File: src/verilog/nfcsp_pkg.sv
package nfcsp_pkg;

  // spi operation field values, top two bits of the operation byte
  localparam logic [1:0] OP_REG_WRITE = 2'h0;
  localparam logic [1:0] OP_REG_READ = 2'h1;
  localparam logic [1:0] OP_FIFO = 2'h2;
  localparam logic [1:0] OP_DIRECT = 2'h3;
  localparam logic [5:0] FIFO_LOAD_CODE = 6'h00;
  localparam logic [5:0] FIFO_READ_CODE = 6'h3F;
  localparam logic [2:0] LAST_BIT = 3'h7;

  // spi-addressed registers implemented in this port
  localparam logic [5:0] SPI_IO_CFG2 = 6'h01;
  localparam logic [5:0] SPI_OP_CTRL = 6'h02;
  localparam logic [5:0] SPI_MAIN_IRQ = 6'h17;
  localparam int OP_CTRL_EN_BIT = 7;
  localparam int IO_CFG2_PD_A_BIT = 3;
  localparam int IO_CFG2_PD_B_BIT = 4;
  localparam int MAIN_IRQ_CMD_BIT = 0;
  localparam logic [7:0] IO_CFG2_RST = 8'h00;
  localparam logic [7:0] OP_CTRL_RST = 8'h00;

  // avalon register byte offsets
  localparam logic [3:0] AV_CTRL = 4'h0;
  localparam logic [3:0] AV_STATUS = 4'h4;
  localparam logic [3:0] AV_EVENT = 4'h8;
  localparam int CTRL_THR_LSB = 0;
  localparam int EVENT_DONE_BIT = 0;
  localparam logic [5:0] CTRL_THR_RST = 6'h20;
  localparam int STAT_BUSY_BIT = 0;
  localparam int STAT_EN_BIT = 1;
  localparam int STAT_IRQ_BIT = 2;
  localparam int STAT_CODE_LSB = 8;

  // mcu clock divider: half period in system clocks, minus one
  localparam logic [1:0] MCU_CLK_HALF = 2'h1;

  typedef enum logic [2:0] {
    NFCSP_ST_OP,
    NFCSP_ST_WR,
    NFCSP_ST_RD,
    NFCSP_ST_FLD,
    NFCSP_ST_FRD,
    NFCSP_ST_IGN
  } nfcsp_state_t;

endpackage

File: src/verilog/nfcsp_port.sv
// Contract
// - select high holds the serial logic in reset; low enables it.
// - mosi is sampled on each falling sclk edge.
// - transfers are 8-bit bytes, most significant bit first.
// - first byte top bits pick write, read, fifo or direct command.
// - further register bytes target previous address plus one until deselect.
// - each write byte commits on the falling edge of its eighth bit.
// - a write byte cut short by deselect is dropped.
// - writes to missing or read-only registers change nothing.
// - miso changes on rising sclk; master captures on falling edge.
// - reads from unimplemented addresses return zero.
// - miso is tristated except while shifting out read data.
// - both pull-down bits set enable miso pull-down while tristated.
// - fifo load code 10 000000, each following byte goes to tx fifo.
// - a fifo load byte cut short by deselect is not stored.
// - fifo read code 10 111111 shifts fifo bytes out like register reads.
// - a fifo byte not fully shifted out stays unread for next read.
// - direct command code 11 starts on falling edge of last bit.
// - a lengthy command finishing raises the interrupt output.
// - after an immediate command a new operation byte may follow.
// - registers always reachable; fifo needs enable bit 7 and stable oscillator.
// - the port is only a slave; it requests service by interrupt.
// - a clock goes to the microcontroller while the oscillator runs.
// - interrupt sets main interrupt source bit and drives irq high.
`timescale 1ns/100ps
module nfcsp_port
  import nfcsp_pkg::*;
(
  input wire logic clk,
  input wire logic arst_n,
  // avalon-mm slave
  input wire logic [3:0] avs_address,
  input wire logic avs_read,
  input wire logic avs_write,
  input wire logic [31:0] avs_writedata,
  output logic [31:0] avs_readdata,
  output logic avs_waitrequest,
  // spi pins
  input wire logic ss_n,
  input wire logic sclk,
  input wire logic sdi,
  output logic sdo_out,
  output logic sdo_oe,
  output logic sdo_pulldown_en,
  output logic irq,
  // oscillator and mcu clock
  input wire logic osc_running,
  input wire logic xtal_stable,
  output logic mcu_clk,
  // fifo and command side
  output logic tx_push,
  output logic [7:0] tx_data,
  input wire logic [7:0] rx_data,
  output logic rx_pop,
  output logic cmd_start,
  output logic [5:0] command_field
);

  // register-bus and spi-side state
  logic [5:0] thr_ff;
  logic busy_ff;
  logic [7:0] io_cfg2_ff;
  logic [7:0] op_ctrl_ff;
  logic [7:0] main_irq_ff;
  logic av_ack_ff;
  logic [31:0] rdata_ff;
  logic [1:0] ss_sync_ff;
  logic [2:0] sclk_sync_ff;
  logic [1:0] sdi_sync_ff;
  nfcsp_state_t state_ff;
  nfcsp_state_t nxt_state;
  logic [2:0] bit_cnt_ff;
  logic [7:0] rx_sh_ff;
  logic [7:0] tx_sh_ff;
  logic [5:0] addr_ff;
  logic [5:0] nxt_addr;
  logic [1:0] div_cnt_ff;
  logic mcu_clk_ff;
  logic sdo_ff;
  logic oe_ff;
  logic tx_push_ff;
  logic [7:0] tx_data_ff;
  logic rx_pop_ff;
  logic frd_reload_ff;
  logic cmd_ff;
  logic [5:0] cmd_code_ff;
  logic sel;
  logic fall;
  logic rise;
  logic byte_done;
  logic [7:0] byte_in;
  logic fifo_ok;
  logic load_tx;
  logic [7:0] load_val;
  logic reg_wr;
  logic irq_read;
  logic cmd_long;
  logic done_evt;
  logic av_wr;

  // read-back of spi-addressed registers; missing ones give zero
  function automatic logic [7:0] reg_read(input logic [5:0] a, input logic [7:0] cfg,
                                          input logic [7:0] ctl, input logic [7:0] irqv);
    case (a)
      SPI_IO_CFG2: reg_read = cfg;
      SPI_OP_CTRL: reg_read = ctl;
      SPI_MAIN_IRQ: reg_read = irqv;
      default: reg_read = 8'h00;
    endcase
  endfunction

  // true for addresses software may write over spi
  function automatic logic reg_writable(input logic [5:0] a);
    reg_writable = (a == SPI_IO_CFG2) || (a == SPI_OP_CTRL);
  endfunction

  // two-flop synchronisers; stage 2 and 3 feed edge detection
  always_ff @(posedge clk or negedge arst_n)
  begin
    if (!arst_n)
    begin
      ss_sync_ff <= 2'h3;
      sclk_sync_ff <= 3'h0;
      sdi_sync_ff <= 2'h0;
    end
    else
    begin
      ss_sync_ff <= {ss_sync_ff[0], ss_n};
      sclk_sync_ff <= {sclk_sync_ff[1:0], sclk};
      sdi_sync_ff <= {sdi_sync_ff[0], sdi};
    end
  end

  // link edges, only while selected
  assign sel = ~ss_sync_ff[1];
  assign fall = sel & sclk_sync_ff[2] & ~sclk_sync_ff[1];
  assign rise = sel & ~sclk_sync_ff[2] & sclk_sync_ff[1];
  assign byte_done = fall & (bit_cnt_ff == LAST_BIT);
  assign byte_in = {rx_sh_ff[6:0], sdi_sync_ff[1]};
  assign fifo_ok = op_ctrl_ff[OP_CTRL_EN_BIT] & xtal_stable;
  assign cmd_long = byte_in[5:0] >= thr_ff;

  // bit counter and input shifter, msb first on falling sclk
  always_ff @(posedge clk or negedge arst_n)
  begin
    if (!arst_n)
    begin
      bit_cnt_ff <= 3'h0;
      rx_sh_ff <= 8'h00;
    end
    else if (!sel)
      bit_cnt_ff <= 3'h0;
    else if (fall)
    begin
      bit_cnt_ff <= bit_cnt_ff + 3'h1;
      rx_sh_ff <= byte_in;
    end
  end

  // operation decoder and data phase sequencing
  always_comb
  begin
    nxt_state = state_ff;
    nxt_addr = addr_ff;
    load_tx = 1'b0;
    load_val = 8'h00;
    reg_wr = 1'b0;
    irq_read = 1'b0;
    if (byte_done)
    begin
      case (state_ff)
        NFCSP_ST_OP:
        begin
          nxt_addr = byte_in[5:0];
          case (byte_in[7:6])
            OP_REG_WRITE: nxt_state = NFCSP_ST_WR;
            OP_REG_READ:
            begin
              nxt_state = NFCSP_ST_RD;
              load_tx = 1'b1;
              load_val = reg_read(byte_in[5:0], io_cfg2_ff, op_ctrl_ff, main_irq_ff);
              irq_read = byte_in[5:0] == SPI_MAIN_IRQ;
              nxt_addr = byte_in[5:0] + 6'h01;
            end
            OP_FIFO:
            begin
              if (fifo_ok && byte_in[5:0] == FIFO_LOAD_CODE)
                nxt_state = NFCSP_ST_FLD;
              else if (fifo_ok && byte_in[5:0] == FIFO_READ_CODE)
              begin
                nxt_state = NFCSP_ST_FRD;
                load_tx = 1'b1;
                load_val = rx_data;
              end
              else
                nxt_state = NFCSP_ST_IGN;
            end
            OP_DIRECT: nxt_state = cmd_long ? NFCSP_ST_IGN : NFCSP_ST_OP;
            default: nxt_state = NFCSP_ST_IGN;
          endcase
        end
        NFCSP_ST_WR:
        begin
          reg_wr = reg_writable(addr_ff);
          nxt_addr = addr_ff + 6'h01;
        end
        NFCSP_ST_RD:
        begin
          load_tx = 1'b1;
          load_val = reg_read(addr_ff, io_cfg2_ff, op_ctrl_ff, main_irq_ff);
          irq_read = addr_ff == SPI_MAIN_IRQ;
          nxt_addr = addr_ff + 6'h01;
        end
        default: nxt_state = state_ff;
      endcase
    end
  end

  // state and address registers; deselect clears only the state
  always_ff @(posedge clk or negedge arst_n)
  begin
    if (!arst_n)
    begin
      state_ff <= NFCSP_ST_OP;
      addr_ff <= 6'h00;
    end
    else if (!sel)
      state_ff <= NFCSP_ST_OP;
    else
    begin
      state_ff <= nxt_state;
      addr_ff <= nxt_addr;
    end
  end

  // output shifter: loaded at byte end, shifted out on rising sclk
  always_ff @(posedge clk or negedge arst_n)
  begin
    if (!arst_n)
    begin
      tx_sh_ff <= 8'h00;
      sdo_ff <= 1'b0;
      oe_ff <= 1'b0;
    end
    else if (!sel)
    begin
      oe_ff <= 1'b0;
      sdo_ff <= 1'b0;
    end
    else if (load_tx)
      tx_sh_ff <= load_val;
    else if (frd_reload_ff)
      tx_sh_ff <= rx_data; // fifo head as it stands after the pop
    else if (rise && (state_ff == NFCSP_ST_RD || state_ff == NFCSP_ST_FRD))
    begin
      sdo_ff <= tx_sh_ff[7];
      tx_sh_ff <= {tx_sh_ff[6:0], 1'b0};
      oe_ff <= 1'b1;
    end
  end

  // one-cycle strobes toward fifo and command logic
  always_ff @(posedge clk or negedge arst_n)
  begin
    if (!arst_n)
    begin
      tx_push_ff <= 1'b0;
      tx_data_ff <= 8'h00;
      rx_pop_ff <= 1'b0;
      cmd_ff <= 1'b0;
      cmd_code_ff <= 6'h00;
      frd_reload_ff <= 1'b0;
    end
    else
    begin
      tx_push_ff <= byte_done && state_ff == NFCSP_ST_FLD;
      rx_pop_ff <= byte_done && state_ff == NFCSP_ST_FRD;
      frd_reload_ff <= rx_pop_ff; // the popped head is replaced one cycle later
      cmd_ff <= byte_done && state_ff == NFCSP_ST_OP && byte_in[7:6] == OP_DIRECT;
      if (byte_done && state_ff == NFCSP_ST_FLD)
        tx_data_ff <= byte_in;
      if (byte_done && state_ff == NFCSP_ST_OP && byte_in[7:6] == OP_DIRECT)
        cmd_code_ff <= byte_in[5:0];
    end
  end

  // spi-writable configuration registers
  always_ff @(posedge clk or negedge arst_n)
  begin
    if (!arst_n)
    begin
      io_cfg2_ff <= IO_CFG2_RST;
      op_ctrl_ff <= OP_CTRL_RST;
    end
    else if (reg_wr)
    begin
      if (addr_ff == SPI_IO_CFG2)
        io_cfg2_ff <= byte_in;
      if (addr_ff == SPI_OP_CTRL)
        op_ctrl_ff <= byte_in;
    end
  end

  // lengthy command tracking and interrupt source bit
  assign done_evt = av_wr && avs_address == AV_EVENT && avs_writedata[EVENT_DONE_BIT];
  always_ff @(posedge clk or negedge arst_n)
  begin
    if (!arst_n)
    begin
      busy_ff <= 1'b0;
      main_irq_ff <= 8'h00;
    end
    else
    begin
      if (byte_done && state_ff == NFCSP_ST_OP && byte_in[7:6] == OP_DIRECT && cmd_long)
        busy_ff <= 1'b1;
      else if (done_evt)
        busy_ff <= 1'b0;
      if (done_evt && busy_ff)
        main_irq_ff[MAIN_IRQ_CMD_BIT] <= 1'b1;
      else if (irq_read)
        main_irq_ff <= 8'h00; // clear on read, a new event wins
    end
  end

  // microcontroller clock, runs only with the oscillator
  always_ff @(posedge clk or negedge arst_n)
  begin
    if (!arst_n)
    begin
      div_cnt_ff <= 2'h0;
      mcu_clk_ff <= 1'b0;
    end
    else if (!osc_running)
    begin
      div_cnt_ff <= 2'h0;
      mcu_clk_ff <= 1'b0;
    end
    else if (div_cnt_ff == MCU_CLK_HALF)
    begin
      div_cnt_ff <= 2'h0;
      mcu_clk_ff <= ~mcu_clk_ff;
    end
    else
      div_cnt_ff <= div_cnt_ff + 2'h1;
  end

  // avalon slave: one wait state, then answer
  assign av_wr = avs_write & av_ack_ff;
  always_ff @(posedge clk or negedge arst_n)
  begin
    if (!arst_n)
    begin
      av_ack_ff <= 1'b0;
      rdata_ff <= 32'h0000_0000;
      thr_ff <= CTRL_THR_RST;
    end
    else
    begin
      av_ack_ff <= (avs_read | avs_write) & ~av_ack_ff;
      if (av_wr && avs_address == AV_CTRL)
        thr_ff <= avs_writedata[CTRL_THR_LSB +: 6];
      if ((avs_read | avs_write) && !av_ack_ff)
      begin
        rdata_ff <= 32'h0000_0000;
        case (avs_address)
          AV_CTRL: rdata_ff[CTRL_THR_LSB +: 6] <= thr_ff;
          AV_STATUS:
          begin
            rdata_ff[STAT_BUSY_BIT] <= busy_ff;
            rdata_ff[STAT_EN_BIT] <= op_ctrl_ff[OP_CTRL_EN_BIT];
            rdata_ff[STAT_IRQ_BIT] <= irq;
            rdata_ff[STAT_CODE_LSB +: 6] <= cmd_code_ff;
          end
          default: rdata_ff <= 32'h0000_0000;
        endcase
      end
    end
  end

  // output drives
  assign avs_waitrequest = (avs_read | avs_write) & ~av_ack_ff;
  assign avs_readdata = rdata_ff;
  assign sdo_out = sdo_ff;
  assign sdo_oe = oe_ff;
  assign sdo_pulldown_en = ~oe_ff & (&io_cfg2_ff[IO_CFG2_PD_B_BIT:IO_CFG2_PD_A_BIT]);
  assign irq = |main_irq_ff;
  assign mcu_clk = mcu_clk_ff;
  assign tx_push = tx_push_ff;
  assign tx_data = tx_data_ff;
  assign rx_pop = rx_pop_ff;
  assign cmd_start = cmd_ff;
  assign command_field = cmd_code_ff;

endmodule

File: config.mk
export PLATFORM = sky130hd
export DESIGN_NAME = nfcsp_port
export DESIGN_NICKNAME = d
export VERILOG_FILES = /design/src/verilog/nfcsp_pkg.sv /design/src/verilog/nfcsp_port.sv
export SDC_FILE = /design/constraint.sdc
export NUM_CORES = 1
export LEC_CHECK = 0
export ABC_AREA = 1
export BUFFER_PORTS_ARGS = -buffer_cell sky130_fd_sc_hd__buf_4
export CORE_MARGIN = 3
export CORE_UTILIZATION = 30
export DETAILED_ROUTE_END_ITERATION = 8
export GPL_ROUTABILITY_DRIVEN = 0
export PLACE_DENSITY_LB_ADDON = 0.3
export SETUP_SLACK_MARGIN = 0.1
export SLEW_MARGIN = 25
export SYNTH_ARGS = -nofsm -noshare
export SYNTH_HDL_FRONTEND = slang
export SYNTH_SLANG_ARGS = --single-unit
File: constraint.sdc
create_clock -name clk -period 4.55 [get_ports clk]
set_input_delay 0 -clock clk [delete_from_list [all_inputs] [get_ports clk]]
set_output_delay 0 -clock clk [all_outputs]
set_load 0.05 [all_outputs]
* Yosys cells after proc, flatten, opt, wreduce, memory -nomap -nowiden
Index checks and enable logic that the tools add are counted.
** Cells by class
- Add/sub/neg operators :: 4
- Magnitude comparators :: 1
- Eq/ne operators :: 21
- Muxes and demuxes :: 50
- Bitwise logic cells :: 16
- Reductions and logical operators :: 37
** Operator list (count)
- $mux 8 :: 6
- $pmux 8 s3 :: 2
- $pmux 8 s2 :: 2
- $mux 3 :: 8
- $mux 1 :: 22
- $reduce_bool 2->1 :: 7
- $logic_and 1x1->1 :: 13
- $add 6x1->6 const B :: 2
- $eq 6x1->1 const B :: 2
- $eq 6x2->1 const B :: 2
- $eq 6x5->1 const B :: 2
- $mux 6 :: 2
- $pmux 3 s4 :: 1
- $pmux 6 s2 :: 1
- $reduce_and 2->1 :: 6
- $and 1x1->1 :: 9
- $eq 3x2->1 const B :: 2
- $eq 3x3->1 const B :: 2
- $eq 6x6->1 const B :: 1
- $ge 6x6->1 :: 1
- $logic_not 6->1 :: 1
- $not 1->1 :: 6
- $pmux 1 s2 :: 3
- $pmux 3 s2 :: 1
- 19 further kinds :: 25
** Word-level totals
- Register bits after elaboration :: 94
- Input port bits :: 53
- Output and inout bits :: 55
- Word-level logic and storage cells :: 154

* Logic depth before layout (Yosys ltp)
- Depth after elaboration :: 9
- Gate-level depth with buffers :: 14
- Gate-level depth less buffers :: 14

* Worst setup path after synthesis
OpenSTA, ideal clock, no wires.
- Path type :: register to output
- From :: register oe_ff (netlist: sdo_oe)
- To :: output port sdo_pulldown_en
- Arrival time :: 1.723 ns
- Data required time :: 4.550 ns
- Path slack :: 2.827 ns
- Stages on the path, launching flop included :: 2
- Path buffers :: 0
- Cell sequence :: dfrtp_1 nor3_1
** On the way
- Word-level cells in the longest chain between the ends :: 2
** RTL lines
- from (decl) :: line nfcsp_port.sv:80 : logic oe_ff;
- from (signal assigned) :: line nfcsp_port.sv:243 : oe_ff <= 1'b0;
- from (signal assigned) :: line nfcsp_port.sv:247 : oe_ff <= 1'b0;
- from (signal assigned) :: line nfcsp_port.sv:258 : oe_ff <= 1'b1;
- $not 1->1 :: line nfcsp_port.sv:386 : assign sdo_pulldown_en = ~oe_ff & (&io_cfg2_ff[IO_CFG2_PD_B_BIT:IO_CFG2_PD_A_BIT]);
- $and 1x1->1 :: line nfcsp_port.sv:386
- to (decl) :: line nfcsp_port.sv:44 : output logic sdo_pulldown_en,
Every way passes these cells.

* Worst setup path after layout
- From :: register rx_sh_ff[6]
- To :: register tx_sh_ff[7]
** On the way
- Word-level cells in the longest chain between the ends :: 6
- Elaborated cells between the ends (all ways) :: 11
- Classes of those cells :: eq/ne: 2; mux: 7; reduce/logical: 2
** RTL lines
- from (decl) :: line nfcsp_port.sv:73 : logic [7:0] rx_sh_ff;
- from (signal assigned) :: line nfcsp_port.sv:156 : rx_sh_ff <= byte_in;
- $eq 2x2->1 or $eq 2x1->1 (tied branches) :: line nfcsp_port.sv:175 : case (byte_in[7:6])
- $pmux 1 s2 :: line nfcsp_port.sv:175
- $pmux 1 s2 :: line nfcsp_port.sv:171 : case (state_ff)
- $mux 1 :: line nfcsp_port.sv:169 : if (byte_done)
- $reduce_bool 3->1 (no line)
- $reduce_and 2->1 (no line)
- to (signal assigned) :: line nfcsp_port.sv:251 : tx_sh_ff <= load_val;
- to (signal assigned) :: line nfcsp_port.sv:253 : tx_sh_ff <= rx_data;
- to (signal assigned) :: line nfcsp_port.sv:257 : tx_sh_ff <= {tx_sh_ff[6:0], 1'b0};
- to (decl) :: line nfcsp_port.sv:74 : logic [7:0] tx_sh_ff;
Several ways; a longest one is shown, not always the timed one.
A chain may end at the register's enable or synchronous reset.

==> metrics.txt <==
Skew-Pair Late Insertion Delay 0.35 ns; max incr delay on CP about 0.49 ns; met2 usage 0.217; CTS clk-pin slew, worst paths roughly 0.07 ns; Final Core Density 0.373; site row count 46; DR vias roughly 4200; number of distinct library cells after synthesis 40; post-CTS sizing 0; CP endpoint kind register; CORE AREA ~16000 µm²; PortBufs 61; Synth Warn # 0; CTS Buf Count 9; worst slew pin tran around 0.66 ns; hold path endpoint main_irq_ff[0]$_DFFE_PN0P_; met1 usage 0.198; # diodes 0; IO Pins approximately 110; Hold Vio Cnt, Final 0; Leak a little over 3 nW; routed wire length per instance approximately 13 µm; die height between 100 and 150 µm; crit-path max FO 12; Slew Viols, Final 0; Worst Hold Depth 4; sequential fraction of the synthesis area 0.471; CP Cell Sequence inv_1 > ha_1 > inv_1 > nand2_1 > nand2_1 > nand2_1 > nand2_2 > nand3b_2 > nand2_4 > inv_2 > nand2_1 > nand2_1; Top delay family on crit path simple AND/OR/NAND/NOR gates; maximum operating frequency between 0.4 and 0.5 GHz; largest net degree at the start of global routing 50; CTS Sinks 94; Peak supply drop 174 µV; final worst-path cycle share 0.509; post-DP HPWL about 9000 µm; P per Cell Area 328 nW/µm²; startpoint types register; CTS root buf clkbuf_16; CTS max path bufs 2; Worst Hold Launch avs_address[0]; Post-Syn Instances about 620; Initial Util 0.310; Setup WS pre-CTS roughly 2.2 ns; # setup viols final 0; WL final about 12000 µm; WS Path Type register to register; met3 Usage GRT 0.0380; Worst Path Arrival between 2 and 3 ns; relative slew slack 0.561; Critical path origin rx_sh_ff[6]$_DFFE_PN0P_; DRT iter0 DRCs 240; Tmin final around 2.3 ns; cell mode on critical path nand2_1; max cap viols 0; reg-to-reg slack, setup approximately 2.2 ns; cts hold-fix bufs 16; initial antenna violation count 0; fin cells between 900 and 1000; Worst R2R End tx_sh_ff[7]$_DFFE_PN0P_; Slowest-stage cell, CP ha_1; Post-Syn Area per Cell around 8 µm²; Placed Cells around 900; Final WS setup roughly 2.2 ns; #FFs+latches synth 94; RSZ-0062 raised after global routing false; outcome finished clean; DRC errors left 0; Area Overhead vs Synth 20.2%; GRT busiest layer met2; drt pass-1 iters 4; Hold Path Class input port to register; R2R depth 12; Worst Skew between 0.007 and 0.008 ns; Die Footprint around 18000 µm²; CTS tree done; Die X ~140 µm; vias per inst between 4 and 5; first-pass GRT wire length slightly above 20000 µm; Routed Antenna Nets 0; CP required 4.84 ns; total grt overflow 0; vias in the first global route about 4000; Final TNS setup 0 ns; gr usage total 0.141; Post-CTS Setup Inserts 0; CTS H-tree depth 3; fraction of layout cells with a size suffix above 1 0.147; Total Nets Final 770; RR Startpoint rx_sh_ff[6]$_DFFE_PN0P_; Post-Syn Area between 4000 and 5000 µm²; buffer and inverter count on the worst path 3
-- worst max-delay path by stage --
stage	to	slack, ns	cells past startpoint
after floorplan	sdo_pulldown_en	2.83	1
after global placement	tx_sh_ff[3]$_DFFE_PN0P_	2.23	12
after detailed placement	tx_sh_ff[7]$_DFFE_PN0P_	2.24	12
after CTS	tx_sh_ff[7]$_DFFE_PN0P_	2.21	12
after global routing	tx_sh_ff[7]$_DFFE_PN0P_	1.94	12
final	tx_sh_ff[7]$_DFFE_PN0P_	2.24	12
-- Yosys cell counts --
| library cell | count | share of area |
|---|---|---|
| buf_1 | 1 | 0.00075 |
| nand3_1 | 26 | 0.026 |
| or2_2 | 7 | 0.0088 |
| o31ai_1 | 3 | 0.0045 |
| nand3_2 | 1 | 0.0020 |
| mux2_2 | 1 | 0.0023 |
| nor2_2 | 3 | 0.0038 |
| buf_4 | 20 | 0.030 |
| ha_1 | 19 | 0.048 |
| nand3b_2 | 1 | 0.0023 |
| dfrtp_1 | 91 | 0.46 |
| buf_6 | 3 | 0.0068 |
| a22oi_1 | 1 | 0.0015 |
| o211ai_1 | 10 | 0.015 |
| nand2_1 | 215 | 0.16 |
| dlygate4sd2_1 | 1 | 0.0018 |
| o221ai_1 | 1 | 0.0018 |
| conb_1 | 1 | 0.00075 |
| clkbuf_1 | 5 | 0.0038 |
| nand2_4 | 2 | 0.0045 |
| o21a_1 | 2 | 0.0030 |
| nor2_4 | 1 | 0.0023 |
| o21ai_0 | 57 | 0.057 |
| inv_2 | 3 | 0.0023 |
| clkbuf_4 | 1 | 0.0015 |
| xor2_1 | 6 | 0.011 |
| dfstp_2 | 3 | 0.016 |
| clkbuf_2 | 1 | 0.0010 |
| o22ai_1 | 2 | 0.0025 |
| nor3_4 | 2 | 0.0065 |
| a31oi_1 | 2 | 0.0025 |
| o21ai_1 | 8 | 0.0080 |
| nand2_2 | 1 | 0.0013 |
| inv_1 | 56 | 0.042 |
| nand4_1 | 13 | 0.016 |
| a21oi_1 | 16 | 0.016 |
| nor3b_1 | 1 | 0.0015 |
| nor2_1 | 28 | 0.021 |
| buf_2 | 2 | 0.0020 |
| nor3_1 | 6 | 0.0060 |
-- sequential cells by signal, summed over array words and instances (netlist names), 3 cells and up --
name / count
thr_ff: 6
tx_sh_ff: 8
avs_readdata: 12
rx_sh_ff: 7
io_cfg2_ff: 8
bit_cnt_ff: 3
addr_ff: 6
command_field: 6
sclk_sync_ff: 3
tx_data: 8
state_ff: 3
op_ctrl_ff: 8
-- kinds of logic after synthesis --
family | count (synthesis) | synth area share
and+or+nand+nor | 307 | 0.264
AOI/OAI and AO/OA | 102 | 0.112
DFF | 94 | 0.471
buffers and inverters | 93 | 0.0919
adders and majority gates | 19 | 0.0476
xor gates and xnor gates | 6 | 0.0105
other | 1 | 0.000750
muxes | 1 | 0.00225
-- metal layers --
layer / vias up / wire, µm / share of wire
met5: - / 0 / 0
li1: 2123 / - / -
met1: 1953 / 5890 / 0.48
met4: 0 / 150 / 0.012
met2: 69 / 5630 / 0.46
met3: 9 / 540 / 0.044
-- metrics by stage --
stage | power, W | hold slack (ns) | area [µm²]
after floorplan | 0.00116 | -0.296 | 5070
after global placement | 0.00126 | 0.0793 | 5570
after detailed placement | 0.00127 | 0.0768 | 5570
after CTS | 0.00200 | 0.0224 | 6010
after global routing | 0.00208 | 0.0523 | 6010
final | 0.00197 | 0.0341 | 6010
-- report_power, final --
group | total (W) | switching (W) | leakage, nW | internal (W)
registers | 0.000916 | 0.0000406 | 1.25 | 0.000875
clock network | 0.000709 | 0.000338 | 0.132 | 0.000371
logic | 0.000343 | 0.000249 | 1.68 | 0.0000935
-- area by class of cell --
class,instances,area (µm²)
Timing Repair Buffer,79,633
Multi-Input combinational cell,455,2250
Fill cell,1733,10100
Clock inverter,6,47.5
Inverter,59,221
Sequential cell,94,2360
Tap cell,216,270
Clock buffer,9,225
-- cells in the final DEF (no fill, tap or decap), types with 2 or more instances in the layout --
cell	Yosys	layout
nand2_1	215	215
dfrtp_1	91	91
buf_4	20	63
o21ai_0	57	57
inv_1	56	56
nor2_1	28	28
nand3_1	26	26
conb_1	1	20
ha_1	19	19
a21oi_1	16	16
dlygate4sd3_1	0	16
nand4_1	13	13
o211ai_1	10	10
clkbuf_16	0	9
o21ai_1	8	8
or2_2	7	7
nor3_1	6	6
xor2_1	6	6
nor2_2	3	3
inv_2	3	3
o31ai_1	3	3
clkinv_4	0	3
dfstp_2	3	3
nor3_4	2	2
nand2_4	2	2
a31oi_1	2	2
o22ai_1	2	2
o21a_1	2	2
-- tightest hold or removal path, cell delays in order --
cell and delay [ns]:
buf_4 0.08, nor3_1 0.07, nand4_1 0.11, o21ai_0 0.08
No activity file was read; power rests on OpenSTA's default activity.
